## config.mk

```make
export PLATFORM = sky130hd
export DESIGN_NAME = tws_slave_tx
export DESIGN_NICKNAME = d
export VERILOG_FILES = /design/src/tws_pkg.sv /design/src/tws_slave_tx.sv
export SDC_FILE = /design/constraint.sdc
export NUM_CORES = 1
export LEC_CHECK = 0
export ABC_AREA = 1
export BUFFER_PORTS_ARGS = -buffer_cell sky130_fd_sc_hd__buf_2
export CAP_MARGIN = 10
export CORE_AREA = 2 2 83 117
export DETAILED_ROUTE_END_ITERATION = 12
export DIE_AREA = 0 0 85 119
export PLACE_DENSITY = 0.78
export REMOVE_ABC_BUFFERS = 1
export SLEW_MARGIN = 20
export SYNTH_ARGS = -nofsm -noshare
export SYNTH_HDL_FRONTEND = slang
export SYNTH_SLANG_ARGS = --single-unit
```

## constraint.sdc

```tcl
create_clock -name aclk -period 1.9 [get_ports aclk]
set_input_delay 0.38 -clock aclk [delete_from_list [all_inputs] [get_ports aclk]]
set_output_delay 0.38 -clock aclk [all_outputs]
set_load 0.02 [all_outputs]
```

## src/tws_pkg.sv

```systemverilog
// Package with constants and types for the two-wire slave transmitter block.
`default_nettype none
package tws_pkg;
  localparam logic [7:0] ST_SLA_R_ACK = 8'hA8;
  localparam logic [7:0] ST_ARB_SLA_R = 8'hB0;
  localparam logic [7:0] ST_DATA_ACK = 8'hB8;
  localparam logic [7:0] ST_DATA_NACK = 8'hC0;
  localparam logic [7:0] ST_LAST_ACK = 8'hC8;
  localparam logic [7:0] ST_NO_INFO = 8'hF8;
  localparam logic [7:0] ST_BUS_ERROR = 8'h00;
  localparam logic [7:0] GENERAL_CALL_ADDRESS = 8'h00;
  localparam logic [7:0] OFS_CONTROL = 8'h00;
  localparam logic [7:0] OFS_STATUS = 8'h04;
  localparam logic [7:0] OFS_BUFFER = 8'h08;
  localparam logic [7:0] OFS_ADDRESS = 8'h0C;
  localparam logic [7:0] OFS_IRQ_STATUS = 8'h10;
  localparam logic [7:0] OFS_IRQ_MASK = 8'h14;
  localparam int CTL_JOB_DONE = 7;
  localparam int CTL_ACK_EN = 6;
  localparam int CTL_START = 5;
  localparam int CTL_STOP = 4;
  localparam int CTL_ARB_LOST = 0;
  localparam int IRQ_JOB = 0;
  localparam int IRQ_BUS_ERR = 1;
  localparam logic [1:0] RESP_OKAY = 2'b00;
  localparam logic [1:0] RESP_SLVERR = 2'b10;
  localparam logic [3:0] BITS_PER_BYTE = 4'h8;
  typedef enum logic [2:0] {
    TWS_IDLE = 3'b000,
    TWS_ADDR = 3'b001,
    TWS_ADDR_ACK = 3'b010,
    TWS_WAIT_SW = 3'b011,
    TWS_DATA = 3'b100,
    TWS_DATA_ACK = 3'b101,
    TWS_IGNORE = 3'b110
  } tws_state_e;
  typedef struct packed {
    logic ack_enable;
    logic start_request;
    logic stop_request_bit;
    logic arb_lost;
  } tws_ctl_s;
endpackage : tws_pkg
`default_nettype wire

```

## src/tws_slave_tx.sv

```systemverilog
// Two-wire slave transmitter with status codes, bus error and AXI4-Lite map.
`default_nettype none
module tws_slave_tx (
  input wire logic aclk,
  input wire logic aresetn,
  input wire logic [7:0] s_axi_awaddr,
  input wire logic s_axi_awvalid,
  output logic s_axi_awready,
  input wire logic [31:0] s_axi_wdata,
  input wire logic [3:0] s_axi_wstrb,
  input wire logic s_axi_wvalid,
  output logic s_axi_wready,
  output logic [1:0] s_axi_bresp,
  output logic s_axi_bvalid,
  input wire logic s_axi_bready,
  input wire logic [7:0] s_axi_araddr,
  input wire logic s_axi_arvalid,
  output logic s_axi_arready,
  output logic [31:0] s_axi_rdata,
  output logic [1:0] s_axi_rresp,
  output logic s_axi_rvalid,
  input wire logic s_axi_rready,
  input wire logic scl_i,
  output logic scl_o,
  output logic scl_oe_n,
  input wire logic sda_i,
  output logic sda_o,
  output logic sda_oe_n,
  output logic start_pending,
  output logic irq
);
  // Pin synchronisers; stage one is read only by stage two.
  logic scl_m, scl_s, scl_d, sda_m, sda_s, sda_d;
  always_ff @(posedge aclk) begin
    if (!aresetn) begin
      {scl_m, scl_s, scl_d} <= 3'b111;
      {sda_m, sda_s, sda_d} <= 3'b111;
    end else begin
      {scl_m, scl_s, scl_d} <= {scl_i, scl_m, scl_s};
      {sda_m, sda_s, sda_d} <= {sda_i, sda_m, sda_s};
    end
  end
  wire scl_rise = scl_s & ~scl_d;
  wire scl_fall = ~scl_s & scl_d;
  wire start_cond = scl_s & scl_d & sda_d & ~sda_s;
  wire stop_cond = scl_s & scl_d & ~sda_d & sda_s;

  tws_pkg::tws_state_e state;
  tws_pkg::tws_ctl_s ctl;
  logic job_done_flag;
  logic [7:0] status_code_reg;
  logic [7:0] byte_buffer;
  logic [7:0] own_slave_address;
  logic general_call_enable;
  logic [7:0] shifter;
  logic [3:0] bit_cnt;
  logic last_byte;
  logic drive_sda;
  logic [1:0] irq_status, irq_mask;

  // Write channel: address and data accepted separately, each held until both are present.
  logic aw_hold, w_hold;
  logic [7:0] aw_addr;
  logic [31:0] w_data;
  logic [3:0] w_strb;
  assign s_axi_awready = ~aw_hold & ~s_axi_bvalid;
  assign s_axi_wready = ~w_hold & ~s_axi_bvalid;
  wire aw_now = s_axi_awvalid & s_axi_awready;
  wire w_now = s_axi_wvalid & s_axi_wready;
  wire have_aw = aw_hold | aw_now;
  wire have_w = w_hold | w_now;
  wire [7:0] wr_addr = aw_hold ? aw_addr : s_axi_awaddr;
  wire [31:0] wr_data = w_hold ? w_data : s_axi_wdata;
  wire [3:0] wr_strb = w_hold ? w_strb : s_axi_wstrb;
  wire wr_fire = have_aw & have_w & ~s_axi_bvalid;
  wire wr_lane0 = wr_fire & wr_strb[0];
  wire wr_ctl = wr_lane0 & (wr_addr == tws_pkg::OFS_CONTROL);
  wire wr_buf = wr_lane0 & (wr_addr == tws_pkg::OFS_BUFFER);
  wire wr_adr = wr_lane0 & (wr_addr == tws_pkg::OFS_ADDRESS);
  wire wr_ist = wr_lane0 & (wr_addr == tws_pkg::OFS_IRQ_STATUS);
  wire wr_msk = wr_lane0 & (wr_addr == tws_pkg::OFS_IRQ_MASK);
  wire wr_known = (wr_addr == tws_pkg::OFS_CONTROL) |
      (wr_addr == tws_pkg::OFS_STATUS) | (wr_addr == tws_pkg::OFS_BUFFER) |
      (wr_addr == tws_pkg::OFS_ADDRESS) |
      (wr_addr == tws_pkg::OFS_IRQ_STATUS) |
      (wr_addr == tws_pkg::OFS_IRQ_MASK);
  // Writing one to the job done bit clears it and releases the machine.
  wire job_release = wr_ctl & wr_data[tws_pkg::CTL_JOB_DONE];
  wire recover = job_release & wr_data[tws_pkg::CTL_STOP];

  always_ff @(posedge aclk) begin
    if (!aresetn) begin
      aw_hold <= 1'b0;
      w_hold <= 1'b0;
      aw_addr <= 8'h00;
      w_data <= 32'h0000_0000;
      w_strb <= 4'h0;
      s_axi_bvalid <= 1'b0;
      s_axi_bresp <= tws_pkg::RESP_OKAY;
    end else begin
      if (aw_now & ~wr_fire) begin
        aw_hold <= 1'b1;
        aw_addr <= s_axi_awaddr;
      end
      if (w_now & ~wr_fire) begin
        w_hold <= 1'b1;
        w_data <= s_axi_wdata;
        w_strb <= s_axi_wstrb;
      end
      if (wr_fire) begin
        aw_hold <= 1'b0;
        w_hold <= 1'b0;
        s_axi_bvalid <= 1'b1;
        s_axi_bresp <= wr_known ? tws_pkg::RESP_OKAY : tws_pkg::RESP_SLVERR;
      end else if (s_axi_bready) begin
        s_axi_bvalid <= 1'b0;
      end
    end
  end

  // Read channel: one cycle from address to data.
  assign s_axi_arready = ~s_axi_rvalid;
  wire rd_fire = s_axi_arvalid & s_axi_arready;
  wire [7:0] ctl_view = {job_done_flag, ctl.ack_enable, ctl.start_request,
      ctl.stop_request_bit, 3'b000, ctl.arb_lost};
  // Status reads 0xF8 while the flag is clear.
  wire [7:0] status_view = job_done_flag ? status_code_reg
      : tws_pkg::ST_NO_INFO;
  logic [7:0] rd_byte;
  logic rd_known;
  always_comb begin
    rd_known = 1'b1;
    case (s_axi_araddr)
      tws_pkg::OFS_CONTROL: rd_byte = ctl_view;
      tws_pkg::OFS_STATUS: rd_byte = status_view;
      tws_pkg::OFS_BUFFER: rd_byte = byte_buffer;
      tws_pkg::OFS_ADDRESS: rd_byte = {own_slave_address[7:1],
          general_call_enable};
      tws_pkg::OFS_IRQ_STATUS: rd_byte = {6'h00, irq_status};
      tws_pkg::OFS_IRQ_MASK: rd_byte = {6'h00, irq_mask};
      default: begin
        rd_byte = 8'h00;
        rd_known = 1'b0;
      end
    endcase
  end
  always_ff @(posedge aclk) begin
    if (!aresetn) begin
      s_axi_rvalid <= 1'b0;
      s_axi_rdata <= 32'h0000_0000;
      s_axi_rresp <= tws_pkg::RESP_OKAY;
    end else if (rd_fire) begin
      s_axi_rvalid <= 1'b1;
      s_axi_rdata <= {24'h000000, rd_byte};
      s_axi_rresp <= rd_known ? tws_pkg::RESP_OKAY : tws_pkg::RESP_SLVERR;
    end else if (s_axi_rready) begin
      s_axi_rvalid <= 1'b0;
    end
  end

  // Address match on the received byte.
  wire addr_match = ctl.ack_enable &
      ((shifter[7:1] == own_slave_address[7:1]) |
       (general_call_enable &
        (shifter[7:1] == tws_pkg::GENERAL_CALL_ADDRESS[7:1])));
  wire addr_read = shifter[0];
  wire in_frame = (state == tws_pkg::TWS_ADDR) |
      (state == tws_pkg::TWS_ADDR_ACK) | (state == tws_pkg::TWS_DATA) |
      (state == tws_pkg::TWS_DATA_ACK);
  // A START or STOP once bits of a frame are counted breaks the frame.
  wire bus_error = in_frame & (bit_cnt != 4'h0) &
      (start_cond | stop_cond);
  logic job_event;

  always_ff @(posedge aclk) begin
    if (!aresetn) begin
      state <= tws_pkg::TWS_IDLE;
      ctl <= '0;
      job_done_flag <= 1'b0;
      status_code_reg <= tws_pkg::ST_NO_INFO;
      byte_buffer <= 8'h00;
      own_slave_address <= 8'h00;
      general_call_enable <= 1'b0;
      shifter <= 8'h00;
      bit_cnt <= 4'h0;
      last_byte <= 1'b0;
      drive_sda <= 1'b0;
      job_event <= 1'b0;
      start_pending <= 1'b0;
    end else begin
      job_event <= 1'b0;
      if (wr_buf) byte_buffer <= wr_data[7:0];
      if (wr_adr) begin
        own_slave_address <= wr_data[7:0];
        general_call_enable <= wr_data[0];
      end
      if (wr_ctl) begin
        ctl.ack_enable <= wr_data[tws_pkg::CTL_ACK_EN];
        ctl.start_request <= wr_data[tws_pkg::CTL_START];
        ctl.stop_request_bit <= wr_data[tws_pkg::CTL_STOP];
        ctl.arb_lost <= wr_data[tws_pkg::CTL_ARB_LOST];
      end
      if (job_release) job_done_flag <= 1'b0;
      if (bus_error) begin
        state <= tws_pkg::TWS_WAIT_SW;
        drive_sda <= 1'b0;
        status_code_reg <= tws_pkg::ST_BUS_ERROR;
        job_done_flag <= 1'b1;
        job_event <= 1'b1;
      end else begin
        case (state)
          tws_pkg::TWS_IDLE, tws_pkg::TWS_IGNORE: begin
            if (start_cond) begin
              state <= tws_pkg::TWS_ADDR;
              bit_cnt <= 4'h0;
              drive_sda <= 1'b0;
            end
          end
          tws_pkg::TWS_ADDR: begin
            if (start_cond) bit_cnt <= 4'h0;
            else if (stop_cond) state <= tws_pkg::TWS_IDLE;
            else if (scl_rise) begin
              shifter <= {shifter[6:0], sda_s};
              bit_cnt <= bit_cnt + 4'h1;
            end else if (scl_fall && bit_cnt == tws_pkg::BITS_PER_BYTE) begin
              if (addr_match && addr_read) begin
                drive_sda <= 1'b1;
                state <= tws_pkg::TWS_ADDR_ACK;
              end else begin
                state <= tws_pkg::TWS_IGNORE;
              end
            end
          end
          tws_pkg::TWS_ADDR_ACK: begin
            if (scl_fall) begin
              drive_sda <= 1'b0;
              state <= tws_pkg::TWS_WAIT_SW;
              bit_cnt <= 4'h0;
              job_done_flag <= 1'b1;
              job_event <= 1'b1;
              status_code_reg <= ctl.arb_lost ? tws_pkg::ST_ARB_SLA_R
                  : tws_pkg::ST_SLA_R_ACK;
              ctl.arb_lost <= 1'b0;
            end
          end
          tws_pkg::TWS_WAIT_SW: begin
            if (recover && status_code_reg == tws_pkg::ST_BUS_ERROR) begin
              ctl.stop_request_bit <= 1'b0;
              state <= tws_pkg::TWS_IDLE;
            end else if (job_release) begin
              if (status_code_reg == tws_pkg::ST_DATA_NACK ||
                  status_code_reg == tws_pkg::ST_LAST_ACK) begin
                state <= tws_pkg::TWS_IGNORE;
                start_pending <= wr_data[tws_pkg::CTL_START];
              end else begin
                shifter <= byte_buffer;
                last_byte <= ~wr_data[tws_pkg::CTL_ACK_EN];
                drive_sda <= ~byte_buffer[7];
                bit_cnt <= 4'h1;
                state <= tws_pkg::TWS_DATA;
              end
            end
          end
          tws_pkg::TWS_DATA: begin
            if (scl_fall) begin
              if (bit_cnt == tws_pkg::BITS_PER_BYTE) begin
                drive_sda <= 1'b0;
                state <= tws_pkg::TWS_DATA_ACK;
              end else begin
                shifter <= {shifter[6:0], 1'b0};
                drive_sda <= ~shifter[6];
                bit_cnt <= bit_cnt + 4'h1;
              end
            end
          end
          tws_pkg::TWS_DATA_ACK: begin
            if (scl_rise) begin
              state <= tws_pkg::TWS_WAIT_SW;
              job_done_flag <= 1'b1;
              job_event <= 1'b1;
              bit_cnt <= 4'h0;
              if (sda_s) status_code_reg <= tws_pkg::ST_DATA_NACK;
              else if (last_byte)
                status_code_reg <= tws_pkg::ST_LAST_ACK;
              else status_code_reg <= tws_pkg::ST_DATA_ACK;
            end
          end
          default: state <= tws_pkg::TWS_IDLE;
        endcase
      end
      if (start_pending && state == tws_pkg::TWS_IDLE) start_pending <= 1'b0;
    end
  end

  // The clock is held one cycle past a release, so that the first data bit
  // already stands on the data line before the master can raise the clock.
  // Without it the data line would change while the clock goes high.
  logic release_hold;
  always_ff @(posedge aclk) begin
    if (!aresetn) release_hold <= 1'b0;
    else release_hold <= job_release & job_done_flag;
  end
  // Serial clock is held low while the flag is set.
  wire stretch = ((job_done_flag & (state == tws_pkg::TWS_WAIT_SW)) |
      release_hold) & ~scl_s;
  assign scl_o = 1'b0;
  assign scl_oe_n = ~stretch;
  assign sda_o = 1'b0;
  // Data line floats whenever the machine is idle or recovering; the clock is still stretched after a bus error.
  assign sda_oe_n = ~drive_sda;

  // Sticky interrupt status, set wins over a write-one clear.
  wire [1:0] irq_set = {bus_error, job_event};
  always_ff @(posedge aclk) begin
    if (!aresetn) begin
      irq_status <= 2'b00;
      irq_mask <= 2'b00;
    end else begin
      irq_status <= (irq_status & ~(wr_ist ? wr_data[1:0] : 2'b00)) |
          irq_set;
      if (wr_msk) irq_mask <= wr_data[1:0];
    end
  end
  assign irq = |(irq_status & irq_mask);
endmodule : tws_slave_tx
`default_nettype wire

```

# == Yosys cells after proc, flatten, opt, wreduce, memory -nomap -nowiden ==
# Cells that the tools add are included.
# word_totals
regBits,93
latch_bits,0
ramBits,0
mem_bits_ro,0
input_bits,61
output_inout_bits,47
word_cells,270
memories,0
# classes
addsub,1
mul,0
div_mod_pow,0
magnitude_cmp,0
eq_ne,49
shift,0
n_mux,84
n_bitwise,66
reduce_logical,33
# ops
op,count
2-to-1 mux 8 bit,14
case mux 8 bit (6 select lines),1
2-to-1 mux 4 bit,11
2-to-1 mux 3 bit,12
"equality test 8 x 4 -> 1 bit, second input constant",4
"equality test 8 x 5 -> 1 bit, second input constant",4
AND 1 bit,31
2-to-1 mux 1 bit,29
"!= test 3 bit, second input constant",9
zero test 8 bit,3
"!= test 2 bit, second input constant",12
case mux 4 bit (6 select lines),1
case mux 8 bit (3 select lines),1
AND reduction 12 bit,2
inverter 1 bit,18
case mux 3 bit (6 select lines),1
AND reduction 9 bit,2
"equality test 8 x 3 -> 1 bit, second input constant",2
"equality test 8 bit, second input constant",2
case mux 8 bit (2 select lines),1
2-to-1 mux 2 bit,7
2-to-1 mux 7 bit,2
OR 1 bit,13
AND reduction 10 bit,1
29 further kinds,50

# == Depth between registers and ports, before layout ==
# Gate-level depths: netlist (run 1).
# logic_depth
ltp_word,14
mapped_depth,16
ltp_nobuf,14

# == Least setup slack after synthesis (run 1) ==
# Ideal clock, no wire load.
# synth_path
kind,register to register
startpoint,reg s_axi_bvalid
endpoint,reg shifter[7]
setup_ps,114
arrival_ps,1779
required_ps,1786
path_slack_ps,7
path_stages_with_launch,14
n_path_buf,1
path_cell_list,dfxtp_1 nor2_2 nand2_1 nand2_1 nand2_2 nor2_8 nand3_4 nand2_4 nand2_2 inv_2 nand3_4 buf_6 nor2_1 nor2_2
# synth_between
elab_chain_len,13
word_cells_on_any_way,17
# synth_lines
item,line_no,rtl
"start, declared",tws_slave_tx.sv:14,"output logic s_axi_bvalid,"
"start signal, assigned",tws_slave_tx.sv:98,s_axi_bvalid <= 1'b0;
"start signal, assigned",tws_slave_tx.sv:113,s_axi_bvalid <= 1'b1;
"start signal, assigned",tws_slave_tx.sv:116,s_axi_bvalid <= 1'b0;
inverter 1 bit (*),tws_slave_tx.sv:67,assign s_axi_wready = ~w_hold & ~s_axi_bvalid;
AND 1 bit (*),tws_slave_tx.sv:67,
net s_axi_wready,tws_slave_tx.sv:12,"output logic s_axi_wready,"
AND 1 bit (*),tws_slave_tx.sv:69,wire w_now = s_axi_wvalid & s_axi_wready;
OR 1 bit (*),tws_slave_tx.sv:71,wire have_w = w_hold | w_now;
AND 1 bit (*) (2 in a row),tws_slave_tx.sv:75,wire wr_fire = have_aw & have_w & ~s_axi_bvalid;
AND 1 bit (*),tws_slave_tx.sv:76,wire wr_lane0 = wr_fire & wr_strb[0];
AND 1 bit (*),tws_slave_tx.sv:77,wire wr_ctl = wr_lane0 & (wr_addr == tws_pkg::OFS_CONTROL);
AND 1 bit (*),tws_slave_tx.sv:88,wire job_release = wr_ctl & wr_data[tws_pkg::CTL_JOB_DONE];
AND 1 bit,tws_slave_tx.sv:89,wire recover = job_release & wr_data[tws_pkg::CTL_STOP];
logical AND 1 bit,tws_slave_tx.sv:247,if (recover && status_code_reg == tws_pkg::ST_BUS_ERROR) begin
!= test 2 bit (no line),n/a,
AND reduction 10 bit (no line) (*),n/a,
"end signal, assigned",tws_slave_tx.sv:223,"shifter <= {shifter[6:0], sda_s};"
"end signal, assigned",tws_slave_tx.sv:256,shifter <= byte_buffer;
"end signal, assigned",tws_slave_tx.sv:270,"shifter <= {shifter[6:0], 1'b0};"
"end, declared",tws_slave_tx.sv:55,logic [7:0] shifter;
# The timed path passes the listed nets; every way through them passes the cells marked *.
# A chain may end at the register's enable or synchronous reset.

# == Worst setup path after layout (run 1) ==
# layout_path
startpoint,reg aw_hold
endpoint,reg shifter[0]
# layout_between
elab_chain_len,13
word_cells_on_any_way,16
# layout_lines
item,line_no,rtl
"start, declared",tws_slave_tx.sv:62,"logic aw_hold, w_hold;"
"start signal, assigned",tws_slave_tx.sv:93,aw_hold <= 1'b0;
"start signal, assigned",tws_slave_tx.sv:102,aw_hold <= 1'b1;
"start signal, assigned",tws_slave_tx.sv:111,aw_hold <= 1'b0;
inverter 1 bit,tws_slave_tx.sv:66,assign s_axi_awready = ~aw_hold & ~s_axi_bvalid;
AND 1 bit,tws_slave_tx.sv:66,
AND 1 bit,tws_slave_tx.sv:68,wire aw_now = s_axi_awvalid & s_axi_awready;
OR 1 bit,tws_slave_tx.sv:70,wire have_aw = aw_hold | aw_now;
AND 1 bit (2 in a row),tws_slave_tx.sv:75,
AND 1 bit,tws_slave_tx.sv:76,
AND 1 bit (*),tws_slave_tx.sv:77,
AND 1 bit (*),tws_slave_tx.sv:88,
AND 1 bit,tws_slave_tx.sv:89,
logical AND 1 bit,tws_slave_tx.sv:247,
!= test 2 bit (no line),n/a,
AND reduction 10 bit (no line) (*),n/a,
# Mark *: on every way between the ends. The rest lies on a longest branch, timed or not.

==> results.toml, run 1 <==
[routing]
wl_per_cell_um = 13.7
dr.first_iter.drc_count = 314
ant_nets = 0
dr.pass1.iters = 7
routed_wl_um = 12700
vias_per_cell = 5.28
route.detailed.drc = 0
num_vias = 4896

[pwr]
clockPowerShare_pct = 26.8
internal_power_w = 0.00384
pwr-share-seq_pct = 36.2
p_switching_w = 0.00239
p_sw_share_pct = 38.3
combPwrFrac_pct = 37.0
ir_drop_mv = 0.699
p_per_area_nw_per_um2 = 1090
fin_total_pwr_w = 0.00623
leakage_nw = 2.68

[worst_setup_path]
cp_max_fo = 8
worstSetupPathType = "reg -> reg"
setup.worst_path.start = "aw_hold$_SDFFE_PP0P_"
r2r-start = "aw_hold$_SDFFE_PP0P_"
required_ps = 2140
reg2reg_to = "shifter[0]$_SDFFE_PN0P_"
start_kind = "flip-flop"
reg2reg_slack_ps = 100
endpoint_kind = "flip-flop"
r2r_cells = 13
endpoint = "shifter[0]$_SDFFE_PN0P_"
worst_ep_arrival_time_ps = 2040

[die]
die_h_um = 119
start_util_pct = 51.7
num_rows = 42
ios = 108
design.core.area_um2 = 9200
die_w_um = 85
die_area_um2 = 10100

[cells_and_area]
finish.utilization_pct = 61.9
fillers = 830
drive_above_1_share_pct = 20.7
fin_nets = 876
final_cells = 928
antenna-diode-count = 0
syn_to_final_growth_pct = 19.6

[synth]
yosys.cell_count.top_type = "nand2_1"
ys_top_cells_by_count = "nand2_1 (175), nor2_1 (114), dfxtp_1 (87)"
ys_seq_area_share_pct = 36.6
synth_area_um2 = 4760
netlist-cell-type-count = 46
synth-edff-count = 0
ys_ff_latch = 87
synth_cells = 728
synthArstFlopShare_pct = 0
synth_top_area_share_pct = 36.6
yosys_warnings = 0
yosys-top-cells-area = "dfxtp_1 (37%), nand2_1 (14%), nor2_1 (9.0%)"
avgSynthCellArea_um2 = 6.53
synthFlopType = "dfxtp_1"
synth_top_area_cell = "dfxtp_1"

[sta]
hold_viol = 0
rsz0062_at_grt = "yes"
fin_crit_ps = 1800
finalSetupViolations = 0
timing.final.crit_share_pct = 94.6
fmaxAchievable_mhz = 557
clock_skew_ps = 4.97
report.final.slew_viol_count = 0

[clock_network]
cts.sinks = 87
ctsLongestPathBuffers = 2
clkSlewWorstSetupHoldPaths_ps = 60
cts_hold_buffers = 0
cts_made_buffers = 9
insertion_delay_ps = 340
htreeDepth = 3
cts_tree = "done"
cts.root.buffer_cell = "clkbuf_16"

[grt]
grt_pass1_wl_um = 20700
gr-usage-all-layers_pct = 25.3
grt_overflow = 0
grt_pass1_vias = 4685
antenna_found_initial = 0
grt_max_degree = 59

[place]
dp_hpwl_um = 9320
place_congestion = 0.953
portBuffers = 52
placed_cells = 909

[outcome]
status = "finished, final reports clean"

[hold_path]
worst_hold_path_type = "in -> reg"

[run]
cap_violations = 0
-- kinds of logic (layout without fill, tap and decap cells) --
logic type / Yosys count / after routing / synth area share (%)
XOR/XNOR: 4 / 4 / 0.737
buffers and inverters: 132 / 194 / 13.2
flip-flops: 87 / 87 / 36.6
AND/OR/NAND/NOR: 362 / 363 / 33.0
AO/OA/AOI/OAI: 140 / 140 / 15.8
other: 1 / 28 / 0.0789
adder cells (fa/ha/maj): 2 / 2 / 0.526
-- final cells by class --
| class | instances | area, um^2 | share of cell area, % |
|---|---|---|---|
| Sequential cell | 87 | 1750 | 30.7 |
| Multi-Input combinational cell | 537 | 2620 | 46.1 |
| Tap cell | 110 | 138 | 2.42 |
| Timing Repair Buffer | 91 | 573 | 10.1 |
| Clock inverter | 3 | 17.5 | 0.308 |
| Clock buffer | 13 | 260 | 4.57 |
| Inverter | 87 | 332 | 5.83 |
-- timing repair --
action | CTS | global route
gates cloned | 0 | 1
buffers inserted | 0 | 2
pin swaps | 0 | 12
setup endpoints to repair | 16 | 45
resized for setup | 1 | 39
-- power groups by stage --
| stage | clock, W | combinational (W) | sequential, W |
|---|---|---|---|
| after CTS | 0.00168 | 0.00210 | 0.00224 |
| after global routing | 0.00176 | 0.00260 | 0.00228 |
| after detailed placement | 0 | 0.00208 | 0.00228 |
| final | 0.00167 | 0.00230 | 0.00225 |
| after global placement | 0 | 0.00202 | 0.00227 |
| after floorplan | 0 | 0.00145 | 0.00226 |
-- metal layers --
metal | wire (um) | track usage [%]
met1 | 4800 | 26.3
met2 | 6690 | 46.3
met3 | 537 | 4.09
met4 | 695 | 15.3
met5 | 0 | 0
-- per-stage QoR --
stage	setup WS (ps)	TNS [ps]	hold slack, ps	cell area, um^2
finish	103	0	222	5690
global route	-65.5	-426	239	5690
CTS	24.6	0	222	5530
detailed placement	-21.8	-104	410	5250
global placement	13.6	0	402	5250
floorplan	51.8	0	393	4560
-- worst max-delay path, cell delays in order (launching register included) --
cell and delay, ps:
dfxtp_4 370, buf_6 120, nand2_2 50, nand2_2 60, nor2_2 110, nand2_2 80
nor2_4 170, nand3_4 110, nand2_4 100, nand2_4 60, inv_4 80, nand3_4 150
nor2_1 180, nor2_2 40
-- layout by cell type, fill, tap and decap left out, types with 21 or more instances in the layout --
master     n
nor2_1   108
inv_1     77
nand2_1  163
o21ai_0   74
a21oi_1   45
dfxtp_1   83
buf_2     52
conb_1    28
nand3_1   21
buf_4     36
-- worst min-delay path by stage --
stage / from / endpoint / cells past startpoint
after floorplan: scl_m$_SDFF_PN1_ / scl_s$_SDFF_PN1_ / 1
after global placement: scl_m$_SDFF_PN1_ / scl_s$_SDFF_PN1_ / 1
after detailed placement: scl_m$_SDFF_PN1_ / scl_s$_SDFF_PN1_ / 1
after CTS: sda_i / sda_m$_SDFF_PN1_ / 2
after global routing: scl_i / scl_m$_SDFF_PN1_ / 2
final: sda_i / sda_m$_SDFF_PN1_ / 2
Power figures use the tool's default switching activity.
==> inputs of run 2 (changes only) <==
BUFFER_PORTS_ARGS = -buffer_cell sky130_fd_sc_hd__buf_4   (was -buffer_cell sky130_fd_sc_hd__buf_2)
==> run 2 against run 1 <==
  * Cell area up 3.2%
  * Sequential power about the same
  * Register-to-register slack worse by 20 ps
  * Worst hold slack got worse by 2.7 ps
  * Critical path type unchanged
  * Sequential share of layout area shrank 0.90 points
  * First-iteration DRC count fell by 0.64%
  * Clock skew grew 0.56 ps
  * Maximum frequency is 1.2% lower
  * Clock power increased by 11%
  * Highest routed layer unchanged
  * Via count increased by 0.41%
  * Final cell count increased by 0.11%
  * Core utilization rose by 2.0 points
==> results.toml, run 2 (synthesis gave the netlist of run 1 again) <==
[sta]
hold_viol = 0
report.final.slew_viol_count = 0
clock_skew_ps = 5.53
timing.final.crit_share_pct = 95.7
whs_ps = 219
fmaxAchievable_mhz = 550
rsz0062_at_grt = "yes"
fin_crit_ps = 1820
finalSetupViolations = 0

[die]
num_rows = 42
ios = 108
die_h_um = 119
die_w_um = 85
start_util_pct = 51.7
design.core.area_um2 = 9200
die_area_um2 = 10100

[worst_setup_path]
worstSetupPathType = "reg -> reg"
worst_ep_arrival_time_ps = 2100
start_kind = "flip-flop"
cp_max_fo = 8
required_ps = 2180
endpoint_kind = "flip-flop"

[cells_and_area]
fin_nets = 877
drive_above_1_share_pct = 21.7
final_common_cell = "nand2_1"
final_cells = 929
syn_to_final_growth_pct = 23.5
final_cell_mix = "nand2_1 (163), nor2_1 (102), buf_4 (90), dfxtp_1 (82), inv_1 (77)"
antenna-diode-count = 0

[routing]
dr.pass1.iters = 4
num_vias = 4916
route.detailed.drc = 0
ant_nets = 0
dr.first_iter.drc_count = 312
routed_wl_um = 12800
wl_per_cell_um = 13.8
vias_per_cell = 5.29

[grt]
use_met1_pct = 26.3
grt_busiest_layer = "met2"
grt_pass1_wl_um = 20800
grt_overflow = 0
gr-usage-all-layers_pct = 25.4
grtUsageMet2_pct = 46.4
grt_max_degree = 37
use_met3_pct = 4.71
grt_pass1_vias = 4689
antenna_found_initial = 0

[place]
place_congestion = 0.924
dp_hpwl_um = 9460
portBuffers = 52
placed_cells = 908

[clock_network]
cts.sinks = 87
htreeDepth = 3
cts_made_buffers = 9
cts_hold_buffers = 0
cts.root.buffer_cell = "clkbuf_16"
ctsLongestPathBuffers = 2
insertion_delay_ps = 340
cts_tree = "done"
clkSlewWorstSetupHoldPaths_ps = 60

[hold_path]
worst_hold_path_type = "in -> reg"

[run]
cap_violations = 0

[pwr]
p_per_area_nw_per_um2 = 1090
leakage_nw = 2.74
ir_drop_mv = 0.701

[outcome]
status = "finished, final reports clean"
## run 2: changes by cell type in the layout (fill, tap and decap cells not counted), moves of 2 or more
cell,delta
nor2_2,+4
nor2_4,+2
clkinv_2,-2
clkbuf_1,-2
buf_4,+54
buf_2,-52
nor2_1,-6
clkinvlp_4,+2
## run 2: where the power goes
| group | total (W) | switching, W | internal (W) | leakage, nW |
|---|---|---|---|---|
| Sequential | 0.00227 | 0.000209 | 0.00206 | 0.712 |
| Clock | 0.00186 | 0.000735 | 0.00113 | 0.147 |
| Combinational | 0.00228 | 0.00145 | 0.000833 | 1.88 |
## run 2: stage by stage
stage	utilization, %	area (um^2)	setup WS, ps	total power (W)	setup TNS (ps)
after floorplan	-	4560	51.8	0.00371	0
after global placement	58.3	5360	1.56	0.00427	0
after detailed placement	58.3	5360	-53.1	0.00435	-143
after CTS	61.8	5680	9.28	0.00621	0
after global routing	63.9	5870	-37.3	0.00683	-89.6
final	63.9	5870	81.6	0.00641	0
## run 2: worst max-delay path, stage by stage, from the launching register on
cell      delay (ps)
dfxtp_1          360
inv_1             70
ha_1             210
nand3_2          100
nor2_1            60
nand3b_1         200
a31oi_4          280
nand3_4          180
nand2_2          110
nand2_2           60
nor2_2           120
## run 2: layer usage
| layer | share of wire (%) | up-vias |
|---|---|---|
| met5 | 0 | - |
| met4 | 5.3 | 0 |
| met3 | 4.7 | 53 |
| met2 | 53 | 174 |
| met1 | 37 | 2253 |
| li1 | - | 2436 |
## run 2: timing repair
| item | CTS | global route |
|---|---|---|
| gates cloned | 0 | 1 |
| buffers inserted | 0 | 4 |
| endpoints found under the setup margin | 3 | 34 |
| resized for setup | 3 | 45 |
| pin swaps | 0 | 13 |
## run 2: path summary, 6_finish.rpt
check,start,endpoint,slack (ps),cells past startpoint
min reg2reg,scl_m$_SDFF_PN1_,scl_s$_SDFF_PN1_,410,1
max,bit_cnt[1]$_SDFFE_PN0P_,shifter[4]$_SDFFE_PN0P_,80,10
min,sda_i,sda_m$_SDFF_PN1_,220,2
max reg2reg,bit_cnt[1]$_SDFFE_PN0P_,shifter[4]$_SDFFE_PN0P_,80,10
## run 2: area by class of cell
cell class / instances / area (um^2)
inverters: 87 / 332
fillers: 819 / 3320
repair buffers: 92 / 698
clock buffers: 12 / 267
flip-flops and latches: 87 / 1750
well taps: 110 / 138
clock inverters: 4 / 52.6
multi-input cells: 537 / 2630
==> inputs of run 3 (changes only) <==
CORE_AREA = 2 2 82 116   (was 2 2 83 117)
DIE_AREA = 0 0 84 118   (was 0 0 85 119)
PLACE_DENSITY = 0.79   (was 0.78)
clock period = 2.3 ns   (was 1.9 ns; I/O delays follow)
==> run 3 against run 2 <==
  * Cell area down 6.6%
  * Clock power decreased by 9.7%
  * Via count is 5.6% lower
  * Final cell count decreased by 4.0%
  * Sequential power decreased by 17%
  * Power down 19%
  * Critical path depth is 1 higher
  * Maximum frequency shrank 11%
  * Setup slack improved by 180 ps
  * Critical endpoint is now drive_sda$_SDFFE_PP0P_
  * Largest power group is now registers
==> results.toml, run 3 (synthesis gave the netlist of run 1 again) <==
[routing]
dr.pass1.iters = 5
ant_nets = 0
vias_per_cell = 5.20
num_vias = 4639
wl_per_cell_um = 13.3
dr.first_iter.drc_count = 295
route.detailed.drc = 0
routed_wl_um = 11800

[sta]
hold_viol = 0
rsz0062_at_grt = "no"
fin_crit_ps = 2040
finalSetupViolations = 0
clock_skew_ps = 5.51
timing.final.crit_share_pct = 88.5
setup-tns-final_ps = 0
fmaxAchievable_mhz = 491
report.final.slew_viol_count = 0
fin_ws_ps = 264

[worst_setup_path]
setup.worst_path.start = "aw_hold$_SDFFE_PP0P_"
required_ps = 2540
start_kind = "flip-flop"
slowest_delay_ps = 520
r2r-start = "aw_hold$_SDFFE_PP0P_"
r2r_cells = 11
reg2reg_to = "drive_sda$_SDFFE_PP0P_"
cp_max_fo = 8
worst_ep_arrival_time_ps = 2280
worstSetupPathType = "reg -> reg"
slowest_stage = "dfxtp_1"
endpoint_kind = "flip-flop"
crit_chain = "inv_4, nor2_2, nand2_1, nand2_2, nand2_1, nor2_4, nand4_1, nor2_2, nor2_1, a21oi_1, nor2_1"
reg2reg_slack_ps = 260

[pwr]
combPwrFrac_pct = 31.2
internal_power_w = 0.00334
p_switching_w = 0.00183
p_sw_share_pct = 35.4
leakage_nw = 2.57
ir_drop_mv = 0.581
pwr-share-seq_pct = 36.3
p_per_area_nw_per_um2 = 943
clockPowerShare_pct = 32.5
fin_total_pwr_w = 0.00518

[clock_network]
cts_tree = "done"
cts_made_buffers = 9
insertion_delay_ps = 350
clkSlewWorstSetupHoldPaths_ps = 60
ctsLongestPathBuffers = 2
cts.root.buffer_cell = "clkbuf_16"
post-cts-setup-buffer-count = 0
htreeDepth = 3
cts.sinks = 87

[die]
die_area_um2 = 9910
die_h_um = 118
num_rows = 41
die_w_um = 84
start_util_pct = 53.6
design.core.area_um2 = 8870
ios = 108

[hold_path]
whs_path_depth = 2
hold_path_startpoint = "sda_i"
whs_endpoint = "sda_m$_SDFF_PN1_"
worst_hold_path_type = "in -> reg"

[place]
dp_hpwl_um = 8970
dp_slack_ps = 176
portBuffers = 52
place_congestion = 0.905
dpl_cell_area_um2 = 5140

[grt]
grt_pass1_wl_um = 19400
gr-usage-all-layers_pct = 24.2
grt_max_degree = 34
antenna_found_initial = 0
grt_overflow = 0
grt_pass1_vias = 4294

[outcome]
status = "finished, final reports clean"

[cells_and_area]
syn_to_final_growth_pct = 15.4
multiInputGateArea_um2 = 2490
final_common_cell = "nand2_1"
design_area_um2 = 5490
antenna-diode-count = 0
fin_nets = 843
finish.utilization_pct = 61.8
drive_above_1_share_pct = 14.4
fillers = 805
regArea_um2 = 1740
final_cell_mix = "nand2_1 (174), nor2_1 (114), dfxtp_1 (86), inv_1 (77), o21ai_0 (75)"

[run]
cap_violations = 0
## run 3: cell types whose count changed in the layout (fill, tap and decap cells not counted), sizes merged
cell / before / now
buf: 92 / 59
bufinv: 1 / 3
clkbuf: 12 / 10
clkinv: 3 / 5
clkinvlp: 3 / 1
nand3: 27 / 26
## run 3: layout make-up
type,instances,area share (%)
Clock buffer,10,4.35
Clock inverter,6,1.96
Inverter,87,6.00
Multi-Input combinational cell,536,45.4
Sequential cell,87,31.8
Tap cell,107,2.44
Timing Repair Buffer,59,8.07
## run 3: per-stage QoR
stage	hold WS [ps]	instances
3_5_place_dp	405	876
5_1_grt	302	892
6_report	303	892
4_1_cts	295	892
3_3_place_gp	401	876
2_1_floorplan	393	710
## run 3: worst max path at each step
stage / endpoint / slack, ps / cells past startpoint
5_1_grt: bit_cnt[1]$_SDFFE_PN0P_ / 50 / 13
2_1_floorplan: drive_sda$_SDFFE_PP0P_ / 450 / 10
6_report: drive_sda$_SDFFE_PP0P_ / 260 / 11
4_1_cts: drive_sda$_SDFFE_PP0P_ / 150 / 9
3_3_place_gp: shifter[7]$_SDFFE_PN0P_ / 210 / 10
3_5_place_dp: drive_sda$_SDFFE_PP0P_ / 180 / 9
## run 3: worst max-delay path: cells and delay by family (launching register included)
kind / cells / cell delay [ps]
and+or+nand+nor: 9 / 1140
DFF: 1 / 520
AOI/OAI and AO/OA: 1 / 160
buffers and inverters: 1 / 90
## run 3: what timing repair did
action,in CTS,in global routing
resized for setup,0,2
setup endpoints to repair,0,6
hold buffers,0,0
## run 3: routing by layer
| metal | vias to the layer above | GRT usage, % | routed length (um) |
|---|---|---|---|
| li1 | 2371 | - | - |
| met4 | 0 | 14.4 | 470 |
| met2 | 110 | 43.7 | 6350 |
| met3 | 29 | 3.58 | 392 |
| met5 | - | 0 | 0 |
| met1 | 2129 | 26.3 | 4630 |
## run 3: power groups by stage
stage               clock [W]  combinational, W  sequential (W)
floorplan                   0           0.00120         0.00187
global placement            0           0.00157         0.00190
detailed placement          0           0.00160         0.00191
CTS                   0.00170           0.00162         0.00188
global route          0.00177           0.00184         0.00191
finish                0.00168           0.00162         0.00188
